`src/logic/rbs_pkg.sv`:
```
package rbs_pkg;
    // Clock and timing
    localparam int CLK_PERIOD_NS = 20;
    localparam int POWER_UP_DELAY_TIMER_MS = 64;
    localparam int POWER_UP_DELAY_TIMER_CYC = POWER_UP_DELAY_TIMER_MS * 1000000 / CLK_PERIOD_NS;
    localparam int FILT_NS = 1000;
    localparam int FILT_CYC = (FILT_NS + CLK_PERIOD_NS - 1) / CLK_PERIOD_NS;
    localparam int POWER_UP_DELAY_TIMER_W = 22;
    localparam int FILT_W = 7;

    // Register port
    localparam int ADDR_W = 4;
    localparam logic [ADDR_W-1:0] CTL_ADDR = 4'h0;
    localparam int SBOR_BIT = 7;
    localparam int FAST_BIT = 6;
    localparam int RDY_BIT = 0;
    localparam logic SBOR_RST = 1'h1;
    localparam logic FAST_RST = 1'h0;

    // Brown-out mode field codes
    localparam logic [1:0] MODE_ON = 2'h3;
    localparam logic [1:0] MODE_NOSLP = 2'h2;
    localparam logic [1:0] MODE_SW = 2'h1;
    localparam logic [1:0] MODE_OFF = 2'h0;

    // Start-up sequence states, one-hot
    typedef enum logic [3:0] {
        ST_HOLD = 4'h1,
        ST_DELAY = 4'h2,
        ST_WAIT = 4'h4,
        ST_RUN = 4'h8
    } rbs_state_e;
endpackage

```
`src/logic/rbs_top.sv`:
```
// Operation
// - Any listed reset source resets the core.
// - Hold core while supply not acceptable.
// - Power-up delay lasts nominal 64 ms.
// - Delay holds reset; enabled when bit low.
// - Delay starts after power and brown-out release.
// - Two-bit field picks one of four modes.
// - Always-on: start waits ready, wake undelayed.
// - Off-in-sleep: no detection asleep, wake waits ready.
// - Software mode: enable bit, no start wait.
// - Software mode protects once circuit ready.
// - Detection off: start at once after release.
// - Forced-on modes also hold start until circuit ready.
// - Brown-out only after dip exceeds filter time.
// - Configuration bit picks brown-out threshold level.
// - Bit 7 software enable, always read/write.
// - Fast start forces band gap in two modes.
// - Bit 0 ready flag; bits 5-1 zero.
// - Low-power request ORed into generic brown-out.
//
// Added by the designer: the address map and the address-and-strobe port.
`timescale 1ns/1ps
module rbs_top import rbs_pkg::*; #(
    parameter logic [POWER_UP_DELAY_TIMER_W-1:0] POWER_UP_DELAY_TIMER_CYCLES = POWER_UP_DELAY_TIMER_CYC[POWER_UP_DELAY_TIMER_W-1:0]
) (
    // Clock and reset
    input wire logic clk,
    input wire logic nrst,
    // Register port
    input wire logic [ADDR_W-1:0] reg_addr,
    input wire logic [7:0] reg_wdata,
    input wire logic reg_wr,
    input wire logic reg_rd,
    output logic [7:0] reg_rdata,
    // Configuration word bits, static
    input wire logic [1:0] brownout_mode_select,
    input wire logic power_up_delay_enable_n,
    input wire logic brownout_level_select,
    // Analog detector indications, asynchronous
    input wire logic supply_ok,
    input wire logic below_threshold,
    input wire logic brownout_circuit_ready,
    input wire logic low_power_brownout,
    // Other reset sources and sleep state, synchronous
    input wire logic external_reset_pin_n,
    input wire logic watchdog_reset,
    input wire logic reset_instruction,
    input wire logic stack_overflow,
    input wire logic stack_underflow,
    input wire logic program_exit,
    input wire logic sleep_mode,
    // Outputs to core and analog
    output logic core_reset,
    output logic brownout_reset,
    output logic brownout_detect_en,
    output logic bandgap_force_on,
    output logic brownout_level_out,
    output logic wake_hold
);
    // Whole state of the block
    typedef struct packed {
        rbs_state_e state;
        logic tmr_start;
        logic [FILT_W-1:0] filt_cnt;
        logic bor_req;
        logic det_en;
        logic sbor;
        logic fast;
        logic [7:0] rdata;
        logic core_reset;
        logic bor_gen;
        logic bandgap;
        logic level;
        logic wake_hold;
    } rbs_top_s;

    rbs_top_s st_q;
    rbs_top_s st_d;

    // Synchronised analog levels
    logic [3:0] ana_s;
    logic ok_s;
    logic below_s;
    logic ready_s;
    logic lp_s;
    logic tmr_busy;
    logic por_event;
    logic other_rst;
    logic waits_ready;
    logic armed;
    logic ctl_hit_wr;
    logic ctl_hit_rd;

    // Analog crossing; nothing reads the first stage
    rbs_sync #(
        .WIDTH(4)
    ) u_sync (
        .clk(clk),
        .nrst(nrst),
        .din({low_power_brownout, brownout_circuit_ready, below_threshold, supply_ok}),
        .dout(ana_s)
    );

    assign ok_s = ana_s[0];
    assign below_s = ana_s[1];
    assign ready_s = ana_s[2];
    assign lp_s = ana_s[3];

    // Power-up delay counter
    rbs_timer u_timer (
        .clk(clk),
        .nrst(nrst),
        .cycles(POWER_UP_DELAY_TIMER_CYCLES),
        .start(st_q.tmr_start),
        .busy(tmr_busy)
    );

    // Power or brown-out, or programming exit which acts as power-on
    assign por_event = !ok_s || st_q.bor_gen || program_exit;
    // Sources that hold the core but do not restart the sequence
    assign other_rst = !external_reset_pin_n || watchdog_reset || reset_instruction
        || stack_overflow || stack_underflow;
    // Start waits for ready only where the circuit is forced on
    assign waits_ready = (brownout_mode_select == MODE_ON)
        || (brownout_mode_select == MODE_NOSLP);
    // Detector only protects once the circuit is ready
    assign armed = st_q.det_en && ready_s;
    assign ctl_hit_wr = reg_wr && (reg_addr == CTL_ADDR);
    assign ctl_hit_rd = reg_rd && (reg_addr == CTL_ADDR);

    // Next state
    always_comb begin
        st_d = st_q;
        st_d.tmr_start = 1'b0;

        // Detector enable per mode
        unique case (brownout_mode_select)
            MODE_ON: st_d.det_en = 1'b1;
            MODE_NOSLP: st_d.det_en = !sleep_mode;
            MODE_SW: st_d.det_en = st_q.sbor;
            MODE_OFF: st_d.det_en = 1'b0;
        endcase

        // Noise filter: count a dip, fire once it outlasts the filter
        if (armed && below_s) begin
            if (st_q.filt_cnt != FILT_CYC[FILT_W-1:0]) begin
                st_d.filt_cnt = st_q.filt_cnt + 1'b1;
            end
            st_d.bor_req = st_q.bor_req
                || (st_q.filt_cnt == FILT_CYC[FILT_W-1:0]);
        end else begin
            st_d.filt_cnt = '0;
            st_d.bor_req = 1'b0;
        end

        // Generic brown-out takes the low-power request too
        st_d.bor_gen = st_d.bor_req || lp_s;

        // Start-up sequence
        unique case (st_q.state)
            ST_HOLD: begin
                // Both releases needed before the delay may run
                if (!por_event) begin
                    if (!power_up_delay_enable_n) begin
                        st_d.state = ST_DELAY;
                        st_d.tmr_start = 1'b1;
                    end else begin
                        st_d.state = ST_WAIT;
                    end
                end
            end
            ST_DELAY: begin
                // Held while the delay counter runs
                if (!st_q.tmr_start && !tmr_busy) begin
                    st_d.state = ST_WAIT;
                end
            end
            ST_WAIT: begin
                // Forced-on modes wait for ready and good supply
                if (!waits_ready || (ready_s && !below_s)) begin
                    st_d.state = ST_RUN;
                end
            end
            ST_RUN: begin
                st_d.state = ST_RUN;
            end
        endcase
        // Power or brown-out always wins and restarts the sequence
        if (por_event) begin
            st_d.state = ST_HOLD;
            st_d.tmr_start = 1'b0;
        end

        // Core reset from the next state so it follows without lag
        st_d.core_reset = (st_d.state != ST_RUN) || other_rst;

        // Fast start only counts in the two switchable modes
        st_d.bandgap = st_q.fast && ((brownout_mode_select == MODE_NOSLP)
            || (brownout_mode_select == MODE_SW));
        st_d.level = brownout_level_select;
        // Wake delayed for ready only in off-in-sleep mode
        st_d.wake_hold = (brownout_mode_select == MODE_NOSLP) && !ready_s;

        // Register writes; both bits stored in every mode
        if (ctl_hit_wr) begin
            st_d.sbor = reg_wdata[SBOR_BIT];
            st_d.fast = reg_wdata[FAST_BIT];
        end

        // Read data valid the cycle after the strobe; unmapped reads zero
        st_d.rdata = '0;
        if (ctl_hit_rd) begin
            st_d.rdata[SBOR_BIT] = st_q.sbor;
            st_d.rdata[FAST_BIT] = st_q.fast;
            st_d.rdata[RDY_BIT] = armed;
        end
    end

    // Registers; reset holds the core and restarts the sequence
    always_ff @(posedge clk) begin
        if (!nrst) begin
            st_q <= '0;
            st_q.state <= ST_HOLD;
            st_q.core_reset <= 1'b1;
            st_q.sbor <= SBOR_RST;
            st_q.fast <= FAST_RST;
        end else begin
            st_q <= st_d;
        end
    end

    // Outputs straight from flops
    assign reg_rdata = st_q.rdata;
    assign core_reset = st_q.core_reset;
    assign brownout_reset = st_q.bor_gen;
    assign brownout_detect_en = st_q.det_en;
    assign bandgap_force_on = st_q.bandgap;
    assign brownout_level_out = st_q.level;
    assign wake_hold = st_q.wake_hold;
endmodule

```
`src/logic/rbs_sync.sv`:
```
`timescale 1ns/1ps
module rbs_sync import rbs_pkg::*; #(
    parameter int WIDTH = 1
) (
    // Clock and reset
    input wire logic clk,
    input wire logic nrst,
    // Asynchronous levels in, synchronised levels out
    input wire logic [WIDTH-1:0] din,
    output logic [WIDTH-1:0] dout
);
    // Two flop stages; the first one feeds nothing but the second
    typedef struct packed {
        logic [WIDTH-1:0] meta;
        logic [WIDTH-1:0] sync;
    } rbs_sync_s;

    rbs_sync_s st_q;
    rbs_sync_s st_d;

    // Next state: shift one stage per clock
    always_comb begin
        st_d.meta = din;
        st_d.sync = st_q.meta;
    end

    // Registers, cleared in reset
    always_ff @(posedge clk) begin
        if (!nrst) begin
            st_q <= '0;
        end else begin
            st_q <= st_d;
        end
    end

    assign dout = st_q.sync;
endmodule

```
`src/logic/rbs_timer.sv`:
```
`timescale 1ns/1ps
module rbs_timer import rbs_pkg::*; (
    // Clock and reset
    input wire logic clk,
    input wire logic nrst,
    // Length and control
    input wire logic [POWER_UP_DELAY_TIMER_W-1:0] cycles,
    input wire logic start,
    output logic busy
);
    // Down counter; busy while not zero
    typedef struct packed {
        logic [POWER_UP_DELAY_TIMER_W-1:0] cnt;
    } rbs_timer_s;

    rbs_timer_s st_q;
    rbs_timer_s st_d;

    // Load on start, else count down to zero
    always_comb begin
        st_d = st_q;
        if (start) begin
            st_d.cnt = cycles;
        end else if (st_q.cnt != '0) begin
            st_d.cnt = st_q.cnt - 1'b1;
        end
    end

    // Registers
    always_ff @(posedge clk) begin
        if (!nrst) begin
            st_q <= '0;
        end else begin
            st_q <= st_d;
        end
    end

    assign busy = (st_q.cnt != '0);
endmodule

```
`config.mk`:
```
export PLATFORM = sky130hd
export DESIGN_NAME = rbs_top
export DESIGN_NICKNAME = d
export VERILOG_FILES = /design/src/logic/rbs_pkg.sv /design/src/logic/rbs_top.sv /design/src/logic/rbs_sync.sv /design/src/logic/rbs_timer.sv
export SDC_FILE = /design/constraint.sdc
export NUM_CORES = 1
export LEC_CHECK = 0
export ABC_AREA = 1
export BUFFER_PORTS_ARGS = -buffer_cell sky130_fd_sc_hd__clkbuf_2
export CAP_MARGIN = 20
export CORE_ASPECT_RATIO = 0.6
export CORE_UTILIZATION = 40
export CTS_BUF_LIST = sky130_fd_sc_hd__clkbuf_8 sky130_fd_sc_hd__clkbuf_16
export CTS_CLUSTER_DIAMETER = 60
export CTS_CLUSTER_SIZE = 10
export DETAILED_ROUTE_END_ITERATION = 8
export GPL_TIMING_DRIVEN = 0
export PLACE_DENSITY = 0.63
export SLEW_MARGIN = 40
export SYNTH_ARGS = -nofsm -noshare
export SYNTH_HDL_FRONTEND = slang
export SYNTH_HIERARCHICAL = 1
export SYNTH_SLANG_ARGS = --single-unit
export TNS_END_PERCENT = 10
```
`constraint.sdc`:
```
create_clock -name clk -period 4.7 [get_ports clk]
set_clock_uncertainty 0.1 [all_clocks]
set_input_delay 0.94 -clock clk [delete_from_list [all_inputs] [get_ports clk]]
set_output_delay 0.94 -clock clk [all_outputs]
set_load 0.05 [all_outputs]
```
Yosys cells after proc, flatten, opt, wreduce, memory -nomap -nowiden
Index checks and enable logic that the tools add are counted.
- bits in registers: 59
- input bits: 31
- word-level logic and storage cells: 79
- output and inout bits: 14
- bitwise logic cells: 2
- mux-type cells: 11
- reductions and logical operators: 36
- add/sub/neg operators: 2
- eq/ne operators: 10
- operator list (kind ; count):
    two-way mux 22 bit ; 2
    nonzero test 22 bit ; 1
    subtractor 22 x 1 -> 22 bit (second input constant) ; 1
    one-hot mux 4 bit (4 select lines) ; 1
    logical OR 1 bit ; 12
    logical AND 1 bit ; 8
    zero test 1 bit ; 8
    two-way mux 4 bit ; 2
    adder 7 x 1 -> 7 bit (second input constant) ; 1
    equality test 7 x 6 -> 1 bit (second input constant) ; 1
    inequality test 7 x 6 -> 1 bit (second input constant) ; 1
    two-way mux 5 bit ; 1
    equality test 2 bit (second input constant) ; 2
    equality test 4 x 1 -> 1 bit (second input constant) ; 1
    equality test 4 x 2 -> 1 bit (second input constant) ; 1
    equality test 4 x 3 -> 1 bit (second input constant) ; 1
    equality test 4 bit (second input constant) ; 1
    zero test 4 bit ; 1
    inequality test 4 bit (second input constant) ; 1
    one-hot mux 1 bit (4 select lines) ; 1
    AND reduction 2 bit ; 2
    two-way mux 1 bit ; 3
    two-way mux 3 bit ; 1
    OR reduction 3 bit ; 1
    5 further kinds ; 6

Logic depth before layout (Yosys ltp)
- depth after elaboration: 9
- gate-level depth with buffers: 13
- depth with buffers taken out: 13

By module
Netlist, hierarchy kept.
- by module, submodules not included (module ; area each (sq um) ; sequential area each (sq um) ; times used ; cells an instance):
    rbs_timer ; 1482.7 ; 440.4 ; 1 ; 240
    rbs_top ; 1157.4 ; 480.5 ; 1 ; 147
    rbs_sync ; 225.2 ; 160.2 ; 1 ; 25

Worst setup path after synthesis
Ideal clock, no wire load.
- kind: input to register
- start point: input brownout_mode_select[0]
- end point: register core_reset (netlist name)
- required time: 4.467 ns
- buffers on the path: 0
- arrival: 1.554 ns
- setup time: 0.133 ns
- cell stages on the path: 6
- slack: 2.913 ns
- cell sequence: inv_1 -> ha_1 -> o21ai_0 -> nand3_1 -> nand2_1 -> nand4_1
- cells in the longest elaborated chain, start to end: 9
- elaborated cells between the ends (all ways): 10
- classes of those cells: 3 x eq/ne; 3 x mux; 4 x reduce/logical
- ends and longest elaborated chain (what ; RTL line ; source):
    from (decl) ; rbs_top.sv:36 ; input wire logic [1:0] brownout_mode_select,
    equality test 2 bit, on equally long branches ; rbs_top.sv:124, rbs_top.sv:125 ;
    logical OR 1 bit (*) ; rbs_top.sv:125 ; || (brownout_mode_select == MODE_NOSLP);
    zero test 1 bit (*) ; rbs_top.sv:180 ; if (!waits_ready || (ready_s && !below_s)) begin
    logical OR 1 bit (*) ; rbs_top.sv:180 ;
    two-way mux 4 bit (*) ; rbs_top.sv:180 ;
    one-hot mux 4 bit (4 select lines) (*) ; rbs_top.sv:160 ; unique case (st_q.state)
    two-way mux 5 bit (*) ; rbs_top.sv:189 ; if (por_event) begin
    inequality test 4 bit (*) ; rbs_top.sv:195 ; st_d.core_reset = (st_d.state != ST_RUN) || other_rst;
    logical OR 1 bit (*) ; rbs_top.sv:195 ;
Mark *: on every way between the ends. The rest lies on a longest branch, timed or not.
A chain may end at the register's enable or synchronous reset.

Worst setup path in the final report
- start point: register st_q (netlist bit reg_rdata[7])
- end point: output reg_rdata[7]
- RTL lines (what ; RTL line ; source):
    from (decl) ; rbs_top.sv:77 ; rbs_top_s st_q;
    from (signal assigned) ; rbs_top.sv:228 ; st_q <= st_d;
    to (decl) ; rbs_top.sv:34 ; output logic [7:0] reg_rdata,
No word-level cell between the ends.

==> flow_summary.ini <==
[run_status]
outcome = finished, violations left
violations = design-rule violations

[job]
drv_cap = 0

[layout]
areaGrowthSynthToFinish_pct = 18.9
fill_cells = 696
drive_above_1_share_pct = 17.8
fin_nets = 515
num_antenna_cells = 0
fin_cells = 565

[power_and_ir_drop]
p_leak_uw = 0.00166
power.density_nw_per_um2 = 646
peakVddDrop_v = 0.000272

[global_route]
antenna_found_initial = 0
grt.total_usage_pct = 17.8
grt.overflow.total = 0
grt_start_max_net_pins = 19
grt_pass1_vias = 2096
grt_first_pass_wirelength_um = 10200

[setup_path]
max_stage_delay_ps = 310
reg2reg_from = u_timer/st_q[0]
cp_slowest_cell = dfxtp_1
r2r_cells = 13
critical_path_class = flip-flop to output port
r2r-end = st_q[26]
cp.arrival_ps = 960
r2r_setup_slack_ps = 2940
crit_chain = buf_4, clkbuf_2
cp.required_ps = 3660
cp.buffers_inverters = 2
end_kind = output port
crit_fanout = 1
critPathTopFamily = buffers and inverters
cp-start-kind = flip-flop

[timing]
rsz0062_at_grt = false
worst_slew_pin_slew_ps = 622
post-route-min-period_ps = 2000
finalSetupViolCount = 0
fmax_mhz = 499
worst_slack_ps = 2700
relSlewSlack_pct = 58.5
fin_tns_setup_ps = 0
maxSlewViolCount = 0
hold_violations = 0
period_share_pct = 42.6

[die]
coreArea_um2 = 6790
die_y_um = 67.6
fp.dieW_um = 111
io_pins = 45
die-area_um2 = 7520
start_util_pct = 42.2
rows = 23

[cts]
cts_sinks = 54
htreeDepth = 2
holdBufCountCts = 0
numCtsBuffers = 5
cts_max_path_buffers = 2
cts_tree = built
ctsResizeCount = 0
cts.reportedPaths.clkPinSlew_ps = 70
cts_setup_buffers = 0
insertion_delay_ps = 290
root_buffer = clkbuf_16

[synth]
netlist_area_um2 = 2870
synth_edf_count = 0
syn_inst = 412
synth_seq_area_share_pct = 37.7
synth_seq_cells = 54
yosysMostFrequentCell = nand2_1
async_reset_ff_share_pct = 0
synth_ff_type = dfxtp_1
synth_area_leaders = dfxtp_1 (38%), nand2_1 (15%), inv_1 (7.2%)
yosys-top-cells-count = nand2_1 (112), inv_1 (55), dfxtp_1 (54)
synth_top_area_share_pct = 37.7
yosysUniqueCellTypes = 36
yosys_warnings = 6
postSynthAreaPerCell_um2 = 6.95
synth_top_cell_by_area = dfxtp_1

[drt]
routed.top_layer = met4
wirelength_um = 6420
vias_per_cell = 4.56
drt_first_pass_iters = 7
wl_met1_um = 3630
drt_first_iter_violations = 151
wl_per_cell_um = 11.4
wl_met2_um = 2310
met3_length_um = 418
drc = 10
detail-route-antenna-nets = 0
vias = 2574

[hold_path]
hold_path_depth = 2
min_to = u_sync/dout[3]
hp-class = flip-flop to flip-flop
worstHoldStart = u_sync/st_d[3]

[place]
gp_congestion = 0.842
detailed_place_hpwl_um = 5090
dp_cells = 557
post-place-ws_ps = 2600
port-buffer-count = 33
==> registers in the layout, indices dropped and copies added, names as in the netlist <==
name and count:
u_sync/dout 4, wake_hold 1, st_q 15, brownout_detect_en 1, u_sync/st_d 4, brownout_level_out 1
u_timer/st_q 22, reg_rdata 3, bandgap_force_on 1, core_reset 1, brownout_reset 1
==> area by class of cell <==
| class | count | area [um^2] | share of cell area, % |
|---|---|---|---|
| tap | 87 | 109 | 3.20 |
| timing repair buffer | 33 | 165 | 4.85 |
| clock buffer | 5 | 125 | 3.67 |
| multi-input combinational | 311 | 1560 | 45.9 |
| buffer | 15 | 100 | 2.94 |
| inverter | 57 | 214 | 6.28 |
| clock inverter | 3 | 47.5 | 1.40 |
| sequential | 54 | 1080 | 31.7 |
==> power breakdown <==
part	switching (uW)	internal (uW)	total, uW
Sequential	88.0	551	639
Combinational	749	383	1130
Clock	175	254	429
Total	1010	1190	2200
==> per-layer routing <==
layer | up-vias | global-route usage (%)
met1 | 1113 | 28.5
li1 | 1375 | -
met4 | 0 | 3.04
met5 | - | 0
met2 | 75 | 22.7
met3 | 11 | 4.58
==> worst max path at each step <==
stage / cells after the start / from / to / slack (ps)
floorplan: 6 / brownout_mode_select[0] / core_reset / 2910
detailed placement: 4 / nrst / u_timer/st_q[3] / 2600
global route: 2 / reg_rdata[7] / reg_rdata[7] / 2640
global placement: 4 / nrst / u_timer/st_q[2] / 2610
finish: 2 / reg_rdata[7] / reg_rdata[7] / 2700
CTS: 2 / reg_rdata[0] / reg_rdata[0] / 2690
==> per-stage QoR <==
stage / util (%) / instance area [um^2] / power [uW] / hold slack [ps]
floorplan: - / 2960 / 1520 / 290
CTS: 50.1 / 3410 / 2190 / 315
finish: 50.1 / 3410 / 2200 / 314
detailed placement: 47.6 / 3230 / 1750 / 296
global route: 50.1 / 3410 / 2380 / 349
global placement: 47.6 / 3230 / 1720 / 297
==> cell usage in the layout (no fill, tap or decap), types with 2 or more instances in the layout <==
cell type	Yosys	routed
a21oi_2	2	2
o21ai_2	2	2
nor2_1	52	52
clkbuf_1	3	3
a21oi_1	22	22
nor3_1	3	3
nand3_1	17	17
xnor2_1	6	6
buf_2	2	2
xor2_1	8	8
buf_4	9	9
clkbuf_2	0	33
clkinv_1	2	2
nor2_4	5	5
nand4_1	9	9
nand2_2	5	5
clkbuf_16	0	5
nor2_2	12	12
conb_1	2	27
o21ai_0	9	9
dfxtp_1	54	54
inv_1	55	55
ha_1	7	7
nand2_1	112	112
==> cells by family after synthesis <==
group | share of synthesized area [%]
xor gates and xnor gates | 4.28
and+or+nand+nor | 35.9
DFF | 37.7
AOI/OAI and AO/OA | 7.77
other | 0.262
adders and majority gates | 3.06
buffers and inverters | 11.0
==> worst min-delay path, delay by kind of cell, from the launching register on <==
family | cells | cell delay (ps)
buf+inv | 1 | 40
flops | 1 | 310
simple gates | 1 | 40
Power figures use the tool's default switching activity.
